## config.mk

```make
export PLATFORM = sky130hd
export DESIGN_NAME = sbd_bridge_flat
export DESIGN_NICKNAME = d
export VERILOG_FILES = /design/src/sbd_pkg.sv /design/src/sbd_link_if.sv /design/src/sbd_bridge.sv /design/src/flat_wrapper.sv
export VERILOG_INCLUDE_DIRS = /design/src
export SDC_FILE = /design/constraint.sdc
export NUM_CORES = 1
export LEC_CHECK = 0
export ABC_AREA = 1
export BUFFER_PORTS_ARGS = -buffer_cell sky130_fd_sc_hd__buf_4
export CAP_MARGIN = 10
export CORE_UTILIZATION = 51
export DETAILED_ROUTE_END_ITERATION = 12
export PLACE_DENSITY = 0.81
export SYNTH_ARGS = -nofsm -noshare
export SYNTH_HDL_FRONTEND = slang
export SYNTH_SLANG_ARGS = --single-unit
```

## constraint.sdc

```tcl
create_clock -name CLK -period 3.9 [get_ports CLK]
set_input_delay 0.195 -clock CLK [delete_from_list [all_inputs] [get_ports CLK]]
set_output_delay 0.195 -clock CLK [all_outputs]
set_load 0.1 [all_outputs]
```

## src/sbd_defines.svh

```systemverilog
// Constants for the subtractive bridge decode link
`ifndef SBD_DEFINES_SVH
`define SBD_DEFINES_SVH
`define SBD_ADDR_W 32
`define SBD_TAG_W 5
`define SBD_FLUSH_CNT_W 4
`define SBD_NUM_RANGES 2
`define SBD_CFG_BUS0 8'h00
`endif

```

## src/sbd_pkg.sv

```systemverilog
// Types shared by both ends of the subtractive bridge link
package sbd_pkg;
    typedef enum logic [1:0] {
        SBD_CMD_NP_READ = 2'b00,
        SBD_CMD_POSTED_WRITE = 2'b01,
        SBD_CMD_FLUSH = 2'b10,
        SBD_CMD_CONFIG = 2'b11
    } sbd_cmd_e;
endpackage

```

## src/sbd_link_if.sv

```systemverilog
// Link between the chain host and the subtractive bridge
`timescale 1ns/1ps
`include "sbd_defines.svh"
interface sbd_link_if;
    // Downstream requests, host to bridge
    logic dn_valid;
    logic dn_ready;
    sbd_pkg::sbd_cmd_e dn_cmd;
    logic [`SBD_ADDR_W-1:0] dn_addr;
    logic dn_legacy_route;
    logic [7:0] dn_bus;
    logic [`SBD_TAG_W-1:0] dn_node_tag;
    // Upstream requests, bridge to host
    logic up_valid;
    logic up_ready;
    sbd_pkg::sbd_cmd_e up_cmd;
    logic [`SBD_ADDR_W-1:0] up_addr;
    // Flush responses, host to bridge
    logic flush_done;
    modport bridge (input dn_valid, output dn_ready, input dn_cmd, input dn_addr, input dn_legacy_route,
        input dn_bus, input dn_node_tag, output up_valid, input up_ready, output up_cmd, output up_addr,
        input flush_done);
    modport host (output dn_valid, input dn_ready, output dn_cmd, output dn_addr, output dn_legacy_route,
        output dn_bus, output dn_node_tag, input up_valid, output up_ready, input up_cmd, input up_addr,
        output flush_done);
endinterface

```

## src/sbd_bridge.sv

```systemverilog
// Bridge end: subtractive claim, secondary forwarding, flush tracking
// Functional notes
// RULE1 - Flush request after each legacy posted write
// RULE2 - Host answers flush once write visible
// RULE3 - Visibility pin asserted only with none outstanding
// RULE4 - Host ranges cover all chain devices
// RULE5 - Host flags misses toward compat chain
// RULE6 - Flagged primary requests claimed regardless of address
// RULE7 - Unflagged requests claimed by positive decode
// RULE8 - Flagged claim works with zero node tag
// RULE9 - Function-header host keeps own range registers
// RULE10 - Chain-end bridge may accept everything
// RULE11 - Bridge header: forward secondary misses upstream
// RULE12 - Function header: claim all secondary transactions
// RULE13 - Function header: primary appears on bus 0
// RULE14 - Outstanding flush counter, pin when zero
`timescale 1ns/1ps
`include "sbd_defines.svh"
module sbd_bridge #(
    parameter int CNT_W = `SBD_FLUSH_CNT_W
) (
    // Clock and reset
    input wire logic CLK,
    input wire logic RST_N,
    // Straps
    input wire logic CHAIN_END,
    input wire logic FUNC_HEADER,
    // Bridge-header window and own positive range
    input wire logic [`SBD_ADDR_W-1:0] WIN_BASE,
    input wire logic [`SBD_ADDR_W-1:0] WIN_LIMIT,
    // Claimed primary request toward the legacy bus
    output logic CLAIM_VALID,
    output sbd_pkg::sbd_cmd_e CLAIM_CMD,
    output logic [`SBD_ADDR_W-1:0] CLAIM_ADDR,
    // Secondary-side request from the legacy bus
    input wire logic SEC_VALID,
    output logic SEC_READY,
    input wire sbd_pkg::sbd_cmd_e SEC_CMD,
    input wire logic [`SBD_ADDR_W-1:0] SEC_ADDR,
    input wire logic SEC_FROM_LEGACY,
    output logic SEC_LOCAL,
    // Write-visibility pin, active low
    output logic POSTED_WRITE_VISIBLE_N,
    // Link
    sbd_link_if.bridge link
);
    typedef enum logic [1:0] {
        SBD_UP_IDLE = 2'b00,
        SBD_UP_REQ = 2'b01,
        SBD_UP_FLUSH = 2'b10
    } sbd_up_e;

    sbd_up_e state_reg;
    sbd_up_e state_next;
    logic [`SBD_ADDR_W-1:0] up_addr_reg;
    logic [`SBD_ADDR_W-1:0] up_addr_next;
    sbd_pkg::sbd_cmd_e up_cmd_reg;
    sbd_pkg::sbd_cmd_e up_cmd_next;
    logic flush_after_reg;
    logic flush_after_next;
    logic [CNT_W-1:0] cnt_reg;
    logic [CNT_W-1:0] cnt_next;
    logic claim_valid_reg;
    logic claim_valid_next;
    logic [`SBD_ADDR_W-1:0] claim_addr_reg;
    logic [`SBD_ADDR_W-1:0] claim_addr_next;
    sbd_pkg::sbd_cmd_e claim_cmd_reg;
    sbd_pkg::sbd_cmd_e claim_cmd_next;
    logic in_win;
    logic sec_in_win;
    logic cfg_hit;
    logic claim;
    logic forward;
    logic issue_flush;
    logic sec_take;
    logic cnt_full;
    logic vis_n_reg;
    logic vis_n_next;

    ////////////////////////////////////////////////////////////////////////
    // Primary-side claim decision
    // The window is both the bridge header range and the own positive decode
    assign in_win = link.dn_addr >= WIN_BASE && link.dn_addr <= WIN_LIMIT;
    // Config cycles to bus 0 reach the function-header bridge
    assign cfg_hit = link.dn_cmd == sbd_pkg::SBD_CMD_CONFIG &&
        (!FUNC_HEADER || link.dn_bus == `SBD_CFG_BUS0); // see RULE13
    // Flag alone claims; node tag not consulted, so zero tags work
    assign claim = link.dn_legacy_route || CHAIN_END || in_win || cfg_hit; // see RULE6, see RULE7, see RULE8, see RULE10
    // Unclaimed requests pass on down the chain; accept them too
    assign link.dn_ready = 1'b1;

    // Claimed request registered toward the legacy bus
    // Command and address stay after the pulse, so a slow legacy side may read them late
    always_comb begin
        claim_valid_next = link.dn_valid && claim;
        claim_addr_next = claim_addr_reg;
        claim_cmd_next = claim_cmd_reg;
        if (claim_valid_next) begin
            claim_addr_next = link.dn_addr;
            claim_cmd_next = link.dn_cmd;
        end
    end

    // Registers only; every choice is made in the process above
    always_ff @(posedge CLK or negedge RST_N) begin
        if (!RST_N) begin
            claim_valid_reg <= 1'b0;
            claim_addr_reg <= '0;
            claim_cmd_reg <= sbd_pkg::SBD_CMD_NP_READ;
        end else begin
            claim_valid_reg <= claim_valid_next;
            claim_addr_reg <= claim_addr_next;
            claim_cmd_reg <= claim_cmd_next;
        end
    end
    assign CLAIM_VALID = claim_valid_reg;
    assign CLAIM_ADDR = claim_addr_reg;
    assign CLAIM_CMD = claim_cmd_reg;

    ////////////////////////////////////////////////////////////////////////
    // Secondary-side forwarding
    assign sec_in_win = SEC_ADDR >= WIN_BASE && SEC_ADDR <= WIN_LIMIT;
    // Function header claims everything; bridge header only misses
    assign forward = FUNC_HEADER || !sec_in_win; // see RULE11, see RULE12
    // The secondary side stalls while a request or its flush is still queued
    assign SEC_READY = state_reg == SBD_UP_IDLE;
    assign sec_take = SEC_VALID && SEC_READY;
    assign SEC_LOCAL = sec_take && !forward;
    // A flush waits while the count is full: a wrap to zero would fake visibility
    assign cnt_full = cnt_reg == {CNT_W{1'b1}};
    assign link.up_valid = state_reg == SBD_UP_REQ || (state_reg == SBD_UP_FLUSH && !cnt_full);
    assign link.up_cmd = up_cmd_reg;
    assign link.up_addr = up_addr_reg;
    assign issue_flush = state_reg == SBD_UP_FLUSH && !cnt_full && link.up_ready;

    // Upstream sender; a legacy posted write is chased by a flush
    always_comb begin
        state_next = state_reg;
        up_addr_next = up_addr_reg;
        up_cmd_next = up_cmd_reg;
        flush_after_next = flush_after_reg;
        unique case (state_reg)
            SBD_UP_IDLE: begin
                // Only posted writes from the legacy side are chased by a flush
                if (sec_take && forward) begin
                    state_next = SBD_UP_REQ;
                    up_addr_next = SEC_ADDR;
                    up_cmd_next = SEC_CMD;
                    flush_after_next = SEC_FROM_LEGACY && SEC_CMD == sbd_pkg::SBD_CMD_POSTED_WRITE; // see RULE1
                end
            end
            SBD_UP_REQ: begin
                if (link.up_ready) begin
                    state_next = flush_after_reg ? SBD_UP_FLUSH : SBD_UP_IDLE;
                    // The flush reuses the captured address; only the command changes
                    up_cmd_next = sbd_pkg::SBD_CMD_FLUSH;
                end
            end
            SBD_UP_FLUSH: begin
                // Only a flush that the host really took counts as issued
                if (issue_flush) begin
                    state_next = SBD_UP_IDLE;
                    flush_after_next = 1'b0;
                end
            end
            default: begin
                // Unused code falls back to idle
                state_next = SBD_UP_IDLE;
            end
        endcase
    end

    ////////////////////////////////////////////////////////////////////////
    // Flush bookkeeping behind the visibility pin

    // Outstanding count; issue and answer together leave it unchanged
    // An answer with nothing outstanding is ignored rather than wrapping below zero
    always_comb begin
        cnt_next = cnt_reg;
        if (issue_flush && !link.flush_done) begin
            cnt_next = cnt_reg + 1'b1; // see RULE14
        end else if (!issue_flush && link.flush_done && cnt_reg != '0) begin
            cnt_next = cnt_reg - 1'b1; // see RULE14
        end
        vis_n_next = cnt_next != '0; // see RULE3
    end

    always_ff @(posedge CLK or negedge RST_N) begin
        if (!RST_N) begin
            state_reg <= SBD_UP_IDLE;
            up_addr_reg <= '0;
            up_cmd_reg <= sbd_pkg::SBD_CMD_NP_READ;
            flush_after_reg <= 1'b0;
            cnt_reg <= '0;
            vis_n_reg <= 1'b0;
        end else begin
            state_reg <= state_next;
            up_addr_reg <= up_addr_next;
            up_cmd_reg <= up_cmd_next;
            flush_after_reg <= flush_after_next;
            cnt_reg <= cnt_next;
            vis_n_reg <= vis_n_next;
        end
    end

    ////////////////////////////////////////////////////////////////////////
    // Visibility pin, from a flop so it cannot glitch while the count changes
    // Low (asserted) only when nothing is outstanding
    assign POSTED_WRITE_VISIBLE_N = vis_n_reg; // see RULE3
endmodule

```

## src/flat_wrapper.sv

```systemverilog
// flat-port wrapper written by rule: the top's interface ports become plain ports
module sbd_bridge_flat 
#(
    parameter int CNT_W = `SBD_FLUSH_CNT_W
)
  (CLK, RST_N, CHAIN_END, FUNC_HEADER, WIN_BASE, WIN_LIMIT, CLAIM_VALID, CLAIM_CMD, CLAIM_ADDR, SEC_VALID, SEC_READY, SEC_CMD, SEC_ADDR, SEC_FROM_LEGACY, SEC_LOCAL, POSTED_WRITE_VISIBLE_N, link_dn_valid, link_dn_ready, link_dn_cmd, link_dn_addr, link_dn_legacy_route, link_dn_bus, link_dn_node_tag, link_up_valid, link_up_ready, link_up_cmd, link_up_addr, link_flush_done);
  sbd_link_if link_i ();
  input wire logic CLK;
  input wire logic RST_N;
  input wire logic CHAIN_END;
  input wire logic FUNC_HEADER;
  input wire logic [`SBD_ADDR_W-1:0] WIN_BASE;
  input wire logic [`SBD_ADDR_W-1:0] WIN_LIMIT;
  output logic CLAIM_VALID;
  output sbd_pkg::sbd_cmd_e CLAIM_CMD;
  output logic [`SBD_ADDR_W-1:0] CLAIM_ADDR;
  input wire logic SEC_VALID;
  output logic SEC_READY;
  input wire sbd_pkg::sbd_cmd_e SEC_CMD;
  input wire logic [`SBD_ADDR_W-1:0] SEC_ADDR;
  input wire logic SEC_FROM_LEGACY;
  output logic SEC_LOCAL;
  output logic POSTED_WRITE_VISIBLE_N;
  input wire logic [$bits(link_i.dn_valid)-1:0] link_dn_valid;
  output wire logic [$bits(link_i.dn_ready)-1:0] link_dn_ready;
  input wire logic [$bits(link_i.dn_cmd)-1:0] link_dn_cmd;
  input wire logic [$bits(link_i.dn_addr)-1:0] link_dn_addr;
  input wire logic [$bits(link_i.dn_legacy_route)-1:0] link_dn_legacy_route;
  input wire logic [$bits(link_i.dn_bus)-1:0] link_dn_bus;
  input wire logic [$bits(link_i.dn_node_tag)-1:0] link_dn_node_tag;
  output wire logic [$bits(link_i.up_valid)-1:0] link_up_valid;
  input wire logic [$bits(link_i.up_ready)-1:0] link_up_ready;
  output wire logic [$bits(link_i.up_cmd)-1:0] link_up_cmd;
  output wire logic [$bits(link_i.up_addr)-1:0] link_up_addr;
  input wire logic [$bits(link_i.flush_done)-1:0] link_flush_done;
  assign link_i.dn_valid = link_dn_valid;
  assign link_dn_ready = link_i.dn_ready;
  assign link_i.dn_cmd = link_dn_cmd;
  assign link_i.dn_addr = link_dn_addr;
  assign link_i.dn_legacy_route = link_dn_legacy_route;
  assign link_i.dn_bus = link_dn_bus;
  assign link_i.dn_node_tag = link_dn_node_tag;
  assign link_up_valid = link_i.up_valid;
  assign link_i.up_ready = link_up_ready;
  assign link_up_cmd = link_i.up_cmd;
  assign link_up_addr = link_i.up_addr;
  assign link_i.flush_done = link_flush_done;
  sbd_bridge #(.CNT_W(CNT_W)) u_core (.CLK(CLK), .RST_N(RST_N), .CHAIN_END(CHAIN_END), .FUNC_HEADER(FUNC_HEADER), .WIN_BASE(WIN_BASE), .WIN_LIMIT(WIN_LIMIT), .CLAIM_VALID(CLAIM_VALID), .CLAIM_CMD(CLAIM_CMD), .CLAIM_ADDR(CLAIM_ADDR), .SEC_VALID(SEC_VALID), .SEC_READY(SEC_READY), .SEC_CMD(SEC_CMD), .SEC_ADDR(SEC_ADDR), .SEC_FROM_LEGACY(SEC_FROM_LEGACY), .SEC_LOCAL(SEC_LOCAL), .POSTED_WRITE_VISIBLE_N(POSTED_WRITE_VISIBLE_N), .link(link_i));
endmodule
```

==> Word level (Yosys, flattened, before mapping) <==
Index checks and enable logic that the tools add are counted.
{ "word_totals": {"regBits": 77, "input_bits": 155, "word_cells": 71} }
{ "classes": {"add_sub_neg": 2, "order_cmp": 4, "n_eq_ne": 8, "muxes": 13, "n_reduce_logical": 35} }
{ "ops": {"columns": ["op", "count"], "rows": [
  ["greater-or-equal comparator 32 bit", 2],
  ["<= comparator 32 bit", 2],
  ["logical AND 1 bit", 13],
  ["2-to-1 mux 2 bit", 6],
  ["AND reduction 3 bit", 3],
  ["zero test 8 bit", 1],
  ["2-to-1 mux 4 bit", 2],
  ["nonzero test 4 bit", 2],
  ["zero test 1 bit", 6],
  ["logical OR 1 bit", 6],
  ["case mux 2 bit (3 select lines)", 1],
  ["adder 4 x 1 -> 4 bit, second input constant", 1],
  ["equality test 2 x 1 -> 1 bit, second input constant", 2],
  ["equality test 2 bit, second input constant", 2],
  ["equality test 4 bit, second input constant", 1],
  ["inequality test 2 bit, second input constant", 2],
  ["case mux 2 bit (2 select lines)", 1],
  ["nonzero test 2 bit", 2],
  ["subtractor 4 x 1 -> 4 bit, second input constant", 1],
  ["zero test 2 bit", 1],
  ["2-to-1 mux 1 bit", 2],
  ["inequality test 2 x 1 -> 1 bit, second input constant", 1],
  ["case mux 1 bit (2 select lines)", 1],
  ["AND reduction 2 bit", 1]
]} }

==> Logic depth before layout (Yosys ltp) <==
Gate-level depths: netlist of run 1.
{ "logic_depth": {"depth_word": 10, "depth_mapped": 20} }

==> Least setup slack after synthesis of run 1 <==
Ideal clock, no wire load.
{ "synth_path": {"path_type": "in2out", "from": "in WIN_BASE[15]", "to": "out SEC_LOCAL", "arrival_time_ps": 4068, "t_required_ps": 3705, "path_slack_ps": -363, "cell_stages": 12, "n_path_buf": 0, "path_cell_list": "inv_1 > ha_1 > nand2_1 > nor2_1 > nand2_1 > nor2_1 > nor2_1 > nand2_1 > nand2_1 > a21oi_1 > nand2_2 > nor4_1"} }
{ "synth_between": {"elab_chain_cells": 6} }
{ "synth_rtl": {"columns": ["element", "line", "text"], "rows": [
  ["start: declaration", "flat_wrapper.sv:12", "input wire logic [`SBD_ADDR_W-1:0] WIN_BASE;"],
  ["greater-or-equal comparator 32 bit", "sbd_bridge.sv:122", "assign sec_in_win = SEC_ADDR >= WIN_BASE && SEC_ADDR <= WIN_LIMIT;"],
  ["logical AND 1 bit", "sbd_bridge.sv:122", null],
  ["zero test 1 bit", "sbd_bridge.sv:124", "assign forward = FUNC_HEADER || !sec_in_win;"],
  ["logical OR 1 bit", "sbd_bridge.sv:124", null],
  ["zero test 1 bit", "sbd_bridge.sv:128", "assign SEC_LOCAL = sec_take && !forward;"],
  ["logical AND 1 bit", "sbd_bridge.sv:128", null],
  ["end: declaration", "flat_wrapper.sv:22", "output logic SEC_LOCAL;"]
]} }
No other way between the ends.

==> Worst setup path after layout of run 1 <==
{ "layout_path": {"from": "in WIN_LIMIT[15]", "to": "reg u_core.up_cmd_reg[0] (netlist: u_core.link.up_cmd[0])"} }
{ "layout_between": {"elab_chain_cells": 7} }
{ "layout_rtl": {"columns": ["element", "line", "text"], "rows": [
  ["start: declaration", "flat_wrapper.sv:13", "input wire logic [`SBD_ADDR_W-1:0] WIN_LIMIT;"],
  ["<= comparator 32 bit", "sbd_bridge.sv:122", null],
  ["logical AND 1 bit", "sbd_bridge.sv:122", null],
  ["zero test 1 bit", "sbd_bridge.sv:124", null],
  ["logical OR 1 bit", "sbd_bridge.sv:124", null],
  ["logical AND 1 bit", "sbd_bridge.sv:145", "if (sec_take && forward) begin"],
  ["inequality test 2 bit (no source line)", null, null],
  ["AND reduction 3 bit (no source line)", null, null],
  ["end signal: assignment", "sbd_bridge.sv:192", "up_cmd_reg <= sbd_pkg::SBD_CMD_NP_READ;"],
  ["end signal: assignment", "sbd_bridge.sv:199", "up_cmd_reg <= up_cmd_next;"],
  ["end: declaration", "sbd_bridge.sv:57", "sbd_pkg::sbd_cmd_e up_cmd_reg;"]
]} }
No other way between the ends.
A chain may end at the register's enable or synchronous reset.

==> metrics.log, run 1 <==
INFO  metric post_synth_main_area_contributors = sky130_fd_sc_hd__dfrtp_1 (30%), sky130_fd_sc_hd__ha_1 (25%), sky130_fd_sc_hd__nand2_1 (16%)
INFO  metric clk_path_buf_depth = 2
INFO  metric critical_path_class = input pin to flip-flop
INFO  metric antenna_cells_inserted = 0
INFO  metric reg2regPathDepth = 7
INFO  metric boundaryPins = 229
INFO  metric number_of_fillers_in_the_final_layout = 1,068
INFO  metric die_w = 114 um
INFO  metric synth_top_cell_by_area = sky130_fd_sc_hd__dfrtp_1
INFO  metric dr.pass1.iters = 4
INFO  metric mostFrequentLayoutCells = sky130_fd_sc_hd__nand2_1 (273), sky130_fd_sc_hd__buf_4 (224), sky130_fd_sc_hd__ha_1 (130), sky130_fd_sc_hd__inv_1 (102)
INFO  metric finalClockSkew = 6.63 ps
INFO  metric total_negative_slack_for_setup_checks = 0 ps
INFO  metric clock_tree.root_cell = sky130_fd_sc_hd__clkbuf_16
INFO  metric nNetsFinal = 1,359
INFO  metric grt_setup_unrepaired = no
INFO  metric power.density = 618 nW/um^2
INFO  metric setup_viol = 0
INFO  metric grt.total_usage = 28.9%
INFO  metric nets_in_the_synthesized_netlist = 1,144
INFO  metric layout-drive-gt1-share = 24.0%
INFO  metric cts_hold_buffers = 0
INFO  metric worst_ir_drop_vdd = 0.000592 V
INFO  metric synth_top_family_by_area = simple AND/OR/NAND/NOR gates
INFO  metric ys_ff_latch = 77
INFO  metric final_common_cell = sky130_fd_sc_hd__nand2_1
INFO  metric final.period_utilization = 63.9%
INFO  metric clkTransAtPathRegs = 60 ps
INFO  metric synthDominantCellAreaShare = 30.0%
INFO  metric synth_edf_count = 0
INFO  metric depth_of_the_cts_h_tree = 3
INFO  metric use_met2 = 49.3%
INFO  metric post_cts_buffers = 0
INFO  metric multiplexer_fraction_of_the_synthesized_cell_area = 0%
INFO  metric tot_pwr = 0.00526 W
INFO  metric gp_routability_congestion = 0.867
INFO  metric port_buffers = 222
INFO  metric clock.fmax = 0.401 GHz
INFO  metric initial_core_util = 52.8%
INFO  metric wire_length_of_the_first_global_routing_pass = 29.1 mm
INFO  metric static-leakage-power = 4.95 nW
INFO  metric global_route.overflow_total = 0
INFO  metric dp_hpwl = 14.9 mm
INFO  metric dieArea = 13,000 um^2
INFO  metric synth.lib_cells_used.distinct = 33
INFO  metric crit_path_start_kind = input pin
INFO  metric gr_util_met3 = 5.45%
INFO  metric yosysSeqAreaShare = 30.0%
INFO  metric endpoint_kind = flip-flop
INFO  metric post_cts_resized = 0
INFO  metric arrival = 2730 ps
INFO  metric maxCapViolations = 0
INFO  metric finalHoldWorstSlack = -7.11 ps
INFO  metric slew_viol_final = 0
INFO  metric synth_area = 6420 um^2
INFO  metric critical_path_peak_fanout = 35
INFO  metric fp-row-count = 40
INFO  metric xor_xnor_portion_of_the_synthesized_cell_area = 0.409%
INFO  metric clock_latency = 340 ps
INFO  metric grt.busiest_layer = met2
INFO  metric avgSynthCellArea = 7.48 um^2
INFO  metric detail_route.iter0.violations = 393
INFO  metric worst_hold_path_type = input pin to asynchronous set/reset pin
INFO  metric crit-reg2reg-launch = u_core.state_reg[0]$_DFFE_PN0P_
INFO  metric drc_errors = 0
INFO  metric regToRegSetupSlack = 1760 ps
INFO  metric vertical_extent_of_the_die = 114 um
INFO  metric run_status = finished with violations
INFO  metric antenna_found_initial = 0
INFO  metric numCtsBuffers = 9
INFO  metric via_per_inst = 5.13
INFO  metric synth_simple_gate_area_share = 28.1%
INFO  metric final_hold_viol_count = 3
INFO  metric endpoint_of_the_lowest_slack_register_to_register_path = u_core.link.up_cmd[0]$_DFFE_PN0P_
INFO  metric drt_wl_total = 18.3 mm
INFO  metric cts_tree = done
INFO  metric synth-compound-area-share = 8.26%
INFO  metric cts.sink_count = 77
INFO  metric via_count = 6,402
INFO  metric synthArstFlopShare = 100%
INFO  metric detail_route.wl_per_cell = 14.7 um
INFO  metric failing_checks = hold timing
INFO  metric met1_routing_resource_usage_after_global_routing = 36.0%
INFO  metric timing_worst_slew_pin_value = 990 ps
INFO  metric share_of_synthesized_cell_area_in_full_adder_half_adder_and_majority_cells = 25.3%
INFO  metric main_synth_ff_type = sky130_fd_sc_hd__dfrtp_1
INFO  metric required = 4130 ps
INFO  metric grt_max_degree = 78
INFO  metric drt_antenna_net_count = 0
INFO  metric first_global_vias = 6,138
INFO  metric slew-limit-headroom = 34.0%
INFO  metric gate_count_of_the_mapped_netlist = 859
INFO  metric layout-area-overhead-vs-synth = 32.5%
INFO  metric coreArea = 12,200 um^2
INFO  metric final.min_clock_period = 2490 ps
INFO  metric synth-warning-count = 0
==> routing by layer <==
layer | wire (um) | part of all wire (%)
met3 | 1000 | 5.5
met5 | 0 | 0
met1 | 7870 | 43
met2 | 8950 | 49
met4 | 465 | 2.5
==> cell usage after synthesis, drive strengths merged, types with 7 or more instances <==
| master | count |
|---|---|
| nand2 | 281 |
| o21ai | 22 |
| buf | 11 |
| clkbuf | 9 |
| a21oi | 61 |
| nor3 | 7 |
| nand4 | 7 |
| dfrtp | 77 |
| ha | 130 |
| nand3 | 77 |
| nor2 | 49 |
| inv | 104 |
==> power by group <==
| part | switching [W] | internal, W | leakage (nW) | total [W] |
|---|---|---|---|---|
| logic | 0.00247 | 0.000715 | 3.86 | 0.00319 |
| registers | 0.000172 | 0.00106 | 0.944 | 0.00123 |
| clock network | 0.000346 | 0.000499 | 0.150 | 0.000845 |
==> how the worst max path moves through the flow <==
stage                                        endpoint  cells past startpoint          start
detailed placement  u_core.link.up_cmd[0]$_DFFE_PN0P_                     20   WIN_BASE[11]
CTS                 u_core.link.up_cmd[0]$_DFFE_PN0P_                     18   SEC_ADDR[15]
floorplan                                   SEC_LOCAL                     12   WIN_BASE[15]
global route        u_core.link.up_cmd[0]$_DFFE_PN0P_                     17  WIN_LIMIT[23]
global placement    u_core.link.up_cmd[0]$_DFFE_PN0P_                     18   WIN_BASE[11]
finish              u_core.link.up_cmd[0]$_DFFE_PN0P_                     19  WIN_LIMIT[15]
==> metrics by stage <==
stage          utilization, %  setup slack, ps  cells  hold slack (ps)  instance area [um^2]
6_report                 70.0             1410   1247            -7.11                  8510
5_1_grt                  70.0             1060   1247             73.9                  8510
4_1_cts                  70.0             1370   1247             56.7                  8510
3_5_place_dp             67.5             1030   1231              418                  8210
3_3_place_gp             67.5             1070   1231              415                  8210
2_1_floorplan               -              825    859             -101                  6430
==> final cells by class <==
type / instances / area, um^2 / area share (%)
clock inverter: 7 / 71.3 / 0.838
inverter: 104 / 390 / 4.59
timing repair buffer: 224 / 1680 / 19.8
clock buffer: 9 / 225 / 2.65
multi-input combinational: 658 / 4000 / 47.0
tap: 168 / 210 / 2.47
sequential: 77 / 1930 / 22.6
==> logic make-up after synthesis <==
kind of cell | count (synthesis)
and+or+nand+nor | 427
adders and majority gates | 130
buffers and inverters | 124
AOI/OAI and AO/OA | 97
DFF | 77
xor gates and xnor gates | 3
other | 1
==> worst max-delay path: stages <==
cell,delay [ps]
sky130_fd_sc_hd__buf_4,70
sky130_fd_sc_hd__inv_1,50
sky130_fd_sc_hd__ha_1,290
sky130_fd_sc_hd__nand2_1,80
sky130_fd_sc_hd__nor2_1,170
sky130_fd_sc_hd__nand2_1,110
sky130_fd_sc_hd__inv_1,60
sky130_fd_sc_hd__nand2_1,50
sky130_fd_sc_hd__nand2_1,80
sky130_fd_sc_hd__nand2_1,60
sky130_fd_sc_hd__nand2_1,50
sky130_fd_sc_hd__nand2_1,50
sky130_fd_sc_hd__nand2_2,60
sky130_fd_sc_hd__buf_4,350
sky130_fd_sc_hd__nand2_2,510
sky130_fd_sc_hd__nand2_2,280
sky130_fd_sc_hd__nand2_1,90
sky130_fd_sc_hd__nand2_1,60
sky130_fd_sc_hd__nand2_1,40
(Power assumes the default switching activity.)
==> run 2: changes to the inputs <==
==> constraint.sdc (replaced) <==
create_clock -name CLK -period 2.44 [get_ports CLK]
set_input_delay 0.122 -clock CLK [delete_from_list [all_inputs] [get_ports CLK]]
set_output_delay 0.122 -clock CLK [all_outputs]
set_load 0.1 [all_outputs]
==> run 2 against run 1 <==
- the run now ends clean
- wire length down 1.9%
- core utilization up 0.63 points
- sequential share of layout area down 0.20 points
- register-to-register slack worse by 1100 ps
- critical path type is now input pin to output pin
- highest routed layer unchanged
==> metrics.log, run 2 (synthesis gave the netlist of run 1 again) <==
INFO  metric clk_path_buf_depth = 2 (unchanged)
INFO  metric placed_area = 8260 um^2 (+0.53%)
INFO  metric grt_setup_unrepaired = no
INFO  metric worst_hold_path_type = input pin to flip-flop
INFO  metric drt_wl_total = 17.9 mm (-1.9%)
INFO  metric grt_max_degree = 78 (unchanged)
INFO  metric endpoint_kind = output pin
INFO  metric static-leakage-power = 4.98 nW (+0.51%)
INFO  metric critical_path_class = input pin to output pin
INFO  metric global_route.overflow_total = 0 (unchanged)
INFO  metric postLayoutCoreUtil = 70.6% (+0.63 points)
INFO  metric detail_route.wl_per_cell = 14.3 um (-2.3%)
INFO  metric critical_path.cell_chain = buf_4 > ha_1 > nand2_1 > nor2_1 > nand2_1 > nor2_1 > nor2_1 > nand2_1 > nand2_1 > a21oi_1 > nand2_2 > nor4_4 > buf_4
INFO  metric final.min_clock_period = 2080 ps
INFO  metric via_per_inst = 5.05 (-1.6%)
INFO  metric critical_path_peak_fanout = 3 (-91%)
INFO  metric layout-drive-gt1-share = 24.2% (+0.17 points)
INFO  metric antenna_cells_inserted = 0 (unchanged)
INFO  metric clock_latency = 350 ps (about the same)
INFO  metric gp_routability_congestion = 0.885 (+2.1%)
INFO  metric depth_of_the_cts_h_tree = 3 (unchanged)
INFO  metric tot_pwr = 0.00848 W (+61%)
INFO  metric final_hold_viol_count = 0 (-3)
INFO  metric slew_viol_final = 0 (unchanged)
INFO  metric boundaryPins = 229 (unchanged)
INFO  metric final_area = 8580 um^2 (+0.90%)
INFO  metric fp-row-count = 40 (unchanged)
INFO  metric finalClockSkew = 4.01 ps (-2.61 ps)
INFO  metric finalHoldWorstSlack = 12.9 ps (+20.0 ps)
INFO  metric die_w = 114 um (unchanged)
INFO  metric maxCapViolations = 0 (unchanged)
INFO  metric cts_tree = done
INFO  metric total_negative_slack_for_setup_checks = 0 ps (unchanged)
INFO  metric cp.buffers_inverters = 2 (-2)
INFO  metric grt.total_usage = 28.6% (-0.29 points)
INFO  metric initial_core_util = 52.8% (unchanged)
INFO  metric cts.sink_count = 77 (unchanged)
INFO  metric required = 2320 ps (-1810 ps)
INFO  metric final.period_utilization = 85.3%
INFO  metric power.density = 988 nW/um^2 (+60%)
INFO  metric drt_antenna_net_count = 0 (unchanged)
INFO  metric worst_ir_drop_vdd = 0.00127 V (+110%)
INFO  metric dieArea = 13,000 um^2 (unchanged)
INFO  metric critical_path_cell_count = 13 (-6)
INFO  metric wire_length_of_the_first_global_routing_pass = 29.0 mm (-0.54%)
INFO  metric timing_worst_slew_pin_value = 1020 ps (+32.3 ps)
INFO  metric port_buffers = 222 (unchanged)
INFO  metric final_common_cell = sky130_fd_sc_hd__nand2_1
INFO  metric slew-limit-headroom = 31.9% (-2.2 points)
INFO  metric first_global_vias = 6,053 (-1.4%)
INFO  metric cp_slowest_cell = sky130_fd_sc_hd__buf_4
INFO  metric clock.fmax = 0.480 GHz
INFO  metric critPathTopFamily = simple AND/OR/NAND/NOR gates
INFO  metric worstHoldPathCells = 3
INFO  metric setup_viol = 0 (unchanged)
INFO  metric run_status = complete, no violations
INFO  metric mostFrequentLayoutCells = sky130_fd_sc_hd__nand2_1 (273), sky130_fd_sc_hd__buf_4 (226), sky130_fd_sc_hd__ha_1 (130), sky130_fd_sc_hd__inv_1 (102)
INFO  metric dp_hpwl = 14.8 mm (-0.81%)
INFO  metric nNetsFinal = 1,364 (+0.37%)
INFO  metric crit_path_start_kind = input pin
INFO  metric reg2regPathDepth = 10 (+3)
INFO  metric critPathMostFrequentCell = sky130_fd_sc_hd__nand2_1
INFO  metric clkTransAtPathRegs = 60 ps (about the same)
INFO  metric arrival = 1960 ps (-770 ps)
INFO  metric layout-area-overhead-vs-synth = 33.7%
INFO  metric dr.pass1.iters = 5 (+1)
INFO  metric via_count = 6,322 (-1.2%)
INFO  metric antenna_found_initial = 0 (unchanged)
INFO  metric coreArea = 12,200 um^2 (unchanged)
INFO  metric numCtsBuffers = 9 (unchanged)
INFO  metric maximum_single_stage_delay_on_the_critical_path = 330 ps (-180 ps)
INFO  metric detail_route.iter0.violations = 349 (-11%)
INFO  metric vertical_extent_of_the_die = 114 um (unchanged)
INFO  metric drc_errors = 0 (unchanged)
INFO  metric clock_tree.root_cell = sky130_fd_sc_hd__clkbuf_16
[run 2: cell count changes in the layout (fill, tap and decap cells not counted)]
cell,previous run,this run
sky130_fd_sc_hd__nor4_2,2,1
sky130_fd_sc_hd__nor4_4,0,1
sky130_fd_sc_hd__inv_6,3,1
sky130_fd_sc_hd__clkinv_4,0,3
sky130_fd_sc_hd__dlygate4sd3_1,0,2
sky130_fd_sc_hd__buf_12,0,1
sky130_fd_sc_hd__clkinv_2,3,0
sky130_fd_sc_hd__clkinvlp_4,0,1
sky130_fd_sc_hd__inv_8,0,1
sky130_fd_sc_hd__buf_4,224,226
[run 2: area by class of cell]
cell class / instances / area [um^2]
clock inverter: 7 / 83.8
fill: 1072 / 3580
timing repair buffer: 229 / 1740
tap: 168 / 210
clock buffer: 9 / 225
sequential: 77 / 1930
multi-input combinational: 658 / 4010
inverter: 104 / 390
[run 2: final timing paths]
check / slack, ps / to / startpoint
setup reg to reg: 630 / u_core.POSTED_WRITE_VISIBLE_N$_DFF_PN0_ / u_core.state_reg[1]$_DFFE_PN0P_
hold / removal: 10 / u_core.CLAIM_CMD[0]$_DFFE_PN0P_ / link_dn_cmd[0]
hold reg to reg: 470 / u_core.CLAIM_ADDR[27]$_DFFE_PN0P_ / u_core.CLAIM_ADDR[27]$_DFFE_PN0P_
min in group asynchronous: 450 / u_core.CLAIM_ADDR[22]$_DFFE_PN0P_ / RST_N
max in group asynchronous: 1290 / u_core.flush_after_reg$_DFFE_PN0P_ / RST_N
setup / recovery: 360 / SEC_LOCAL / SEC_ADDR[15]
[run 2: report_power, final]
group	switching, W	leakage [nW]	internal [W]	total (W)
sequential	0.000275	0.944	0.00169	0.00196
combinational	0.00395	3.88	0.00117	0.00512
clock	0.000585	0.148	0.000808	0.00139
[run 2: worst reg2reg max path, stage by stage (launching register included)]
cell	delay, ps
sky130_fd_sc_hd__dfrtp_1	490
sky130_fd_sc_hd__inv_2	100
sky130_fd_sc_hd__nor2_4	130
sky130_fd_sc_hd__nand2_1	100
sky130_fd_sc_hd__nor2_2	140
sky130_fd_sc_hd__nand2_2	110
sky130_fd_sc_hd__nor4_1	210
sky130_fd_sc_hd__o21ai_1	140
sky130_fd_sc_hd__xnor2_1	160
sky130_fd_sc_hd__nor2_1	90
sky130_fd_sc_hd__nand2_1	50
[run 2: per-layer routing]
| metal | track usage [%] | part of all wire, % | up-vias |
|---|---|---|---|
| met5 | 0 | 0 | - |
| met4 | 9.70 | 2.2 | 0 |
| met3 | 6.19 | 6.9 | 30 |
| met2 | 48.8 | 47 | 207 |
| met1 | 35.8 | 44 | 2823 |
| li1 | - | - | 3262 |
[run 2: timing repair]
action | CTS | global route
hold endpoints to repair | 48 | 0
endpoints found under the setup margin | 0 | 0
hold buffers | 2 | 0
buffers inserted | 0 | 0
resized for setup | 0 | 0
[run 2: through the flow]
stage	worst slack [ps]	std cells
2_1_floorplan	93.4	859
3_3_place_gp	359	1234
3_5_place_dp	333	1234
4_1_cts	348	1252
5_1_grt	139	1252
6_report	358	1252
==> run 3: changes to the inputs <==
--- a/config.mk
+++ b/config.mk
@@ -9,9 +9,12 @@
 export ABC_AREA = 1
 export BUFFER_PORTS_ARGS = -buffer_cell sky130_fd_sc_hd__buf_4
 export CAP_MARGIN = 10
-export CORE_UTILIZATION = 51
+export CELL_PAD_IN_SITES_DETAIL_PLACEMENT = 1
+export CELL_PAD_IN_SITES_GLOBAL_PLACEMENT = 1
+export CORE_UTILIZATION = 36
 export DETAILED_ROUTE_END_ITERATION = 12
 export PLACE_DENSITY = 0.81
+export SETUP_SLACK_MARGIN = 0.4
 export SYNTH_ARGS = -nofsm -noshare
 export SYNTH_HDL_FRONTEND = slang
 export SYNTH_SLANG_ARGS = --single-unit
==> run 3 against run 2 <==
- the flow now finishes with violations (hold timing)
- critical endpoint unchanged
- flip-flop and latch count did not move
- die area rose by 41%
- critical path type unchanged
- clock skew rose by 0.97 ps
- highest routed layer unchanged
==> metrics.log, run 3 (synthesis gave the netlist of run 1 again) <==
INFO  metric run_status = finished with violations
INFO  metric failing_checks = hold timing
INFO  metric final.period_utilization = 81.4% (-3.9 points)
INFO  metric p_sw_share = 56.4% (-0.32 points)
INFO  metric fin_cells = 1,314 (+5.0%)
INFO  metric dp_hpwl = 17.7 mm (+20%)
INFO  metric global_route.overflow_total = 0 (unchanged)
INFO  metric slew_viol_final = 0 (unchanged)
INFO  metric clock_tree.root_cell = sky130_fd_sc_hd__clkbuf_16
INFO  metric via_count = 6,622 (+4.7%)
INFO  metric dr_wl_met3 = 1.12 mm (-9.0%)
INFO  metric met1_length = 9.75 mm (+25%)
INFO  metric dieArea = 18,400 um^2 (+41%)
INFO  metric power.density = 971 nW/um^2 (-1.7%)
INFO  metric clkPwrFrac = 17.2% (+0.8 points)
INFO  metric worst_hold_path_type = input pin to asynchronous set/reset pin
INFO  metric postLayoutCoreUtil = 52.7% (-18 points)
INFO  metric arrival = 1860 ps (-100 ps)
INFO  metric drc_errors = 0 (unchanged)
INFO  metric numCtsBuffers = 9 (unchanged)
INFO  metric worst_ir_drop_vdd = 0.000864 V (-32%)
INFO  metric via_per_inst = 5.04 (-0.20%)
INFO  metric critical_path.cell_chain = buf_4 > inv_1 > ha_4 > a21oi_2 > o21ai_1 > nand2_1 > nand2_1 > a21oi_2 > nand2_1 > nand2_1 > nand2_2 > nor4_4 > buf_6
INFO  metric crit-reg2reg-launch = u_core.state_reg[1]$_DFFE_PN0P_
INFO  metric maxCapViolations = 0 (unchanged)
INFO  metric required = 2320 ps (about the same)
INFO  metric critPathMostFrequentCell = sky130_fd_sc_hd__nand2_1
INFO  metric p_comb_share = 60.6% (+0.2 points)
INFO  metric static-leakage-power = 5.02 nW (+0.92%)
INFO  metric highest-signal-layer = met4
INFO  metric critical_path_peak_fanout = 2 (-1)
INFO  metric timing_worst_slew_pin_value = 1070 ps (+48.8 ps)
INFO  metric drt_wl_total = 23.2 mm (+29%)
INFO  metric switchingPower = 0.00501 W (+4.1%)
INFO  metric boundaryPins = 229 (unchanged)
INFO  metric finalWorstSetupSlack = 454 ps (+96.0 ps)
INFO  metric route.met2.wl = 11.8 mm (+39%)
INFO  metric clk_path_buf_depth = 2 (unchanged)
INFO  metric depth_of_the_cts_h_tree = 3 (unchanged)
INFO  metric first_global_vias = 7,057 (+17%)
INFO  metric wire_length_of_the_first_global_routing_pass = 35.2 mm (+21%)
INFO  metric nNetsFinal = 1,369 (+0.37%)
INFO  metric mostFrequentLayoutCells = sky130_fd_sc_hd__nand2_1 (263), sky130_fd_sc_hd__buf_4 (229), sky130_fd_sc_hd__ha_1 (105), sky130_fd_sc_hd__inv_1 (88)
INFO  metric cp_slowest_cell = sky130_fd_sc_hd__buf_6
INFO  metric clock.fmax = 0.504 GHz (+4.8%)
INFO  metric antenna_found_initial = 0 (unchanged)
INFO  metric detail_route.wl_per_cell = 17.6 um (+23%)
INFO  metric final.min_clock_period = 1990 ps (-96.0 ps)
INFO  metric placedCellCount = 1,296 (+5.0%)
INFO  metric port_buffers = 222 (unchanged)
INFO  metric endpoint_kind = output pin
INFO  metric final_hold_viol_count = 52 (+52)
INFO  metric vertical_extent_of_the_die = 136 um (+19%)
INFO  metric grt.total_usage = 24.8% (-3.8 points)
INFO  metric initial_core_util = 37.0% (-16 points)
INFO  metric drt_antenna_net_count = 0 (unchanged)
INFO  metric finalClockSkew = 4.99 ps (+0.971 ps)
INFO  metric layout-area-overhead-vs-synth = 42.3%
INFO  metric worst_setup_path_endpoint = SEC_LOCAL
INFO  metric gp_routability_congestion = 0.807 (-8.8%)
INFO  metric grt_max_degree = 78 (unchanged)
INFO  metric layout-drive-gt1-share = 31.2% (+7.1 points)
INFO  metric grt_setup_unrepaired = yes
INFO  metric seq_power_share = 22.3% (-0.9 points)
INFO  metric post-place-ws = 35.8 ps (-297 ps)
INFO  metric critical_path_class = input pin to output pin
INFO  metric total_negative_slack_for_setup_checks = 0 ps (unchanged)
INFO  metric detail_route.iter0.violations = 231 (-34%)
INFO  metric slew-limit-headroom = 28.6% (-3.3 points)
INFO  metric final_common_cell = sky130_fd_sc_hd__nand2_1
INFO  metric maximum_single_stage_delay_on_the_critical_path = 260 ps (-70 ps)
INFO  metric endpoint_of_the_lowest_slack_register_to_register_path = u_core.POSTED_WRITE_VISIBLE_N$_DFF_PN0_
INFO  metric antenna_cells_inserted = 0 (unchanged)
INFO  metric cellInternalPower = 0.00386 W (+5.4%)
INFO  metric setup_viol = 0 (unchanged)
INFO  metric die_w = 136 um (+19%)
INFO  metric finalHoldWorstSlack = -30.7 ps (-43.6 ps)
INFO  metric fp-row-count = 48 (+20%)
INFO  metric regToRegSetupSlack = 600 ps (-30 ps)
INFO  metric coreArea = 17,400 um^2 (+43%)
INFO  metric number_of_fillers_in_the_final_layout = 2,168 (+100%)
INFO  metric startpoint = WIN_LIMIT[27]
INFO  metric cts_tree = done
INFO  metric reg2regPathDepth = 10 (unchanged)
INFO  metric cts.sink_count = 77 (unchanged)
INFO  metric dr.pass1.iters = 4 (-1)
INFO  metric clkTransAtPathRegs = 60 ps (about the same)
INFO  metric crit_path_start_kind = input pin
INFO  metric clock_latency = 350 ps (about the same)
-- run 3: how the worst min path moves through the flow --
stage / startpoint / endpoint / slack (ps) / cells past startpoint
3_3_place_gp: link_up_ready / u_core.state_reg[0]$_DFFE_PN0P_ / 340 / 2
3_5_place_dp: link_up_ready / u_core.state_reg[0]$_DFFE_PN0P_ / 360 / 2
4_1_cts: RST_N / u_core.CLAIM_ADDR[18]$_DFFE_PN0P_ / 9 / 1
6_report: RST_N / u_core.CLAIM_ADDR[18]$_DFFE_PN0P_ / -30 / 1
5_1_grt: link_dn_addr[26] / u_core.CLAIM_ADDR[26]$_DFFE_PN0P_ / 30 / 3
2_1_floorplan: RST_N / u_core.CLAIM_ADDR[0]$_DFFE_PN0P_ / -170 / 0
-- run 3: metrics by stage --
stage	area [um^2]	power (W)
after floorplan	6440	0.00585
after global placement	8350	0.00713
after detailed placement	8350	0.00725
after CTS	8710	0.00882
after global routing	9140	0.00929
final	9140	0.00887
-- run 3: cell type report --
type	count	area, um^2	share of cell area [%]
multi-input combinational	658	4440	48.6
sequential	77	1930	21.1
timing repair buffer	234	1770	19.4
inverter	104	393	4.30
tap	225	282	3.08
clock buffer	11	243	2.66
clock inverter	5	82.6	0.903
-- run 3: critical path, delay by kind of cell --
family | cells | cell delay, ps
compound gates | 3 | 380
fa+ha+maj | 1 | 230
buf+inv | 3 | 500
simple gates | 6 | 620
-- run 3: per-layer routing --
layer,GRT usage (%),vias up
li1,-,3263
met1,29.7,3155
met2,44.7,170
met3,4.30,34
met4,7.30,0
met5,0,-
-- run 3: power by group through the flow --
stage	Clock, W	Sequential, W	Combinational, W
2_1_floorplan	0	0.00451	0.00134
3_3_place_gp	0	0.00198	0.00515
3_5_place_dp	0	0.00199	0.00526
4_1_cts	0.00155	0.00198	0.00529
5_1_grt	0.00160	0.00202	0.00567
6_report	0.00152	0.00198	0.00537
-- run 3: what timing repair did --
item                       CTS  global route
pin swaps                    2            40
setup buffers                1             0
gates resized for setup      3            82
setup endpoints to repair    8            40
hold buffers                 1             0
hold endpoints to repair     1             0
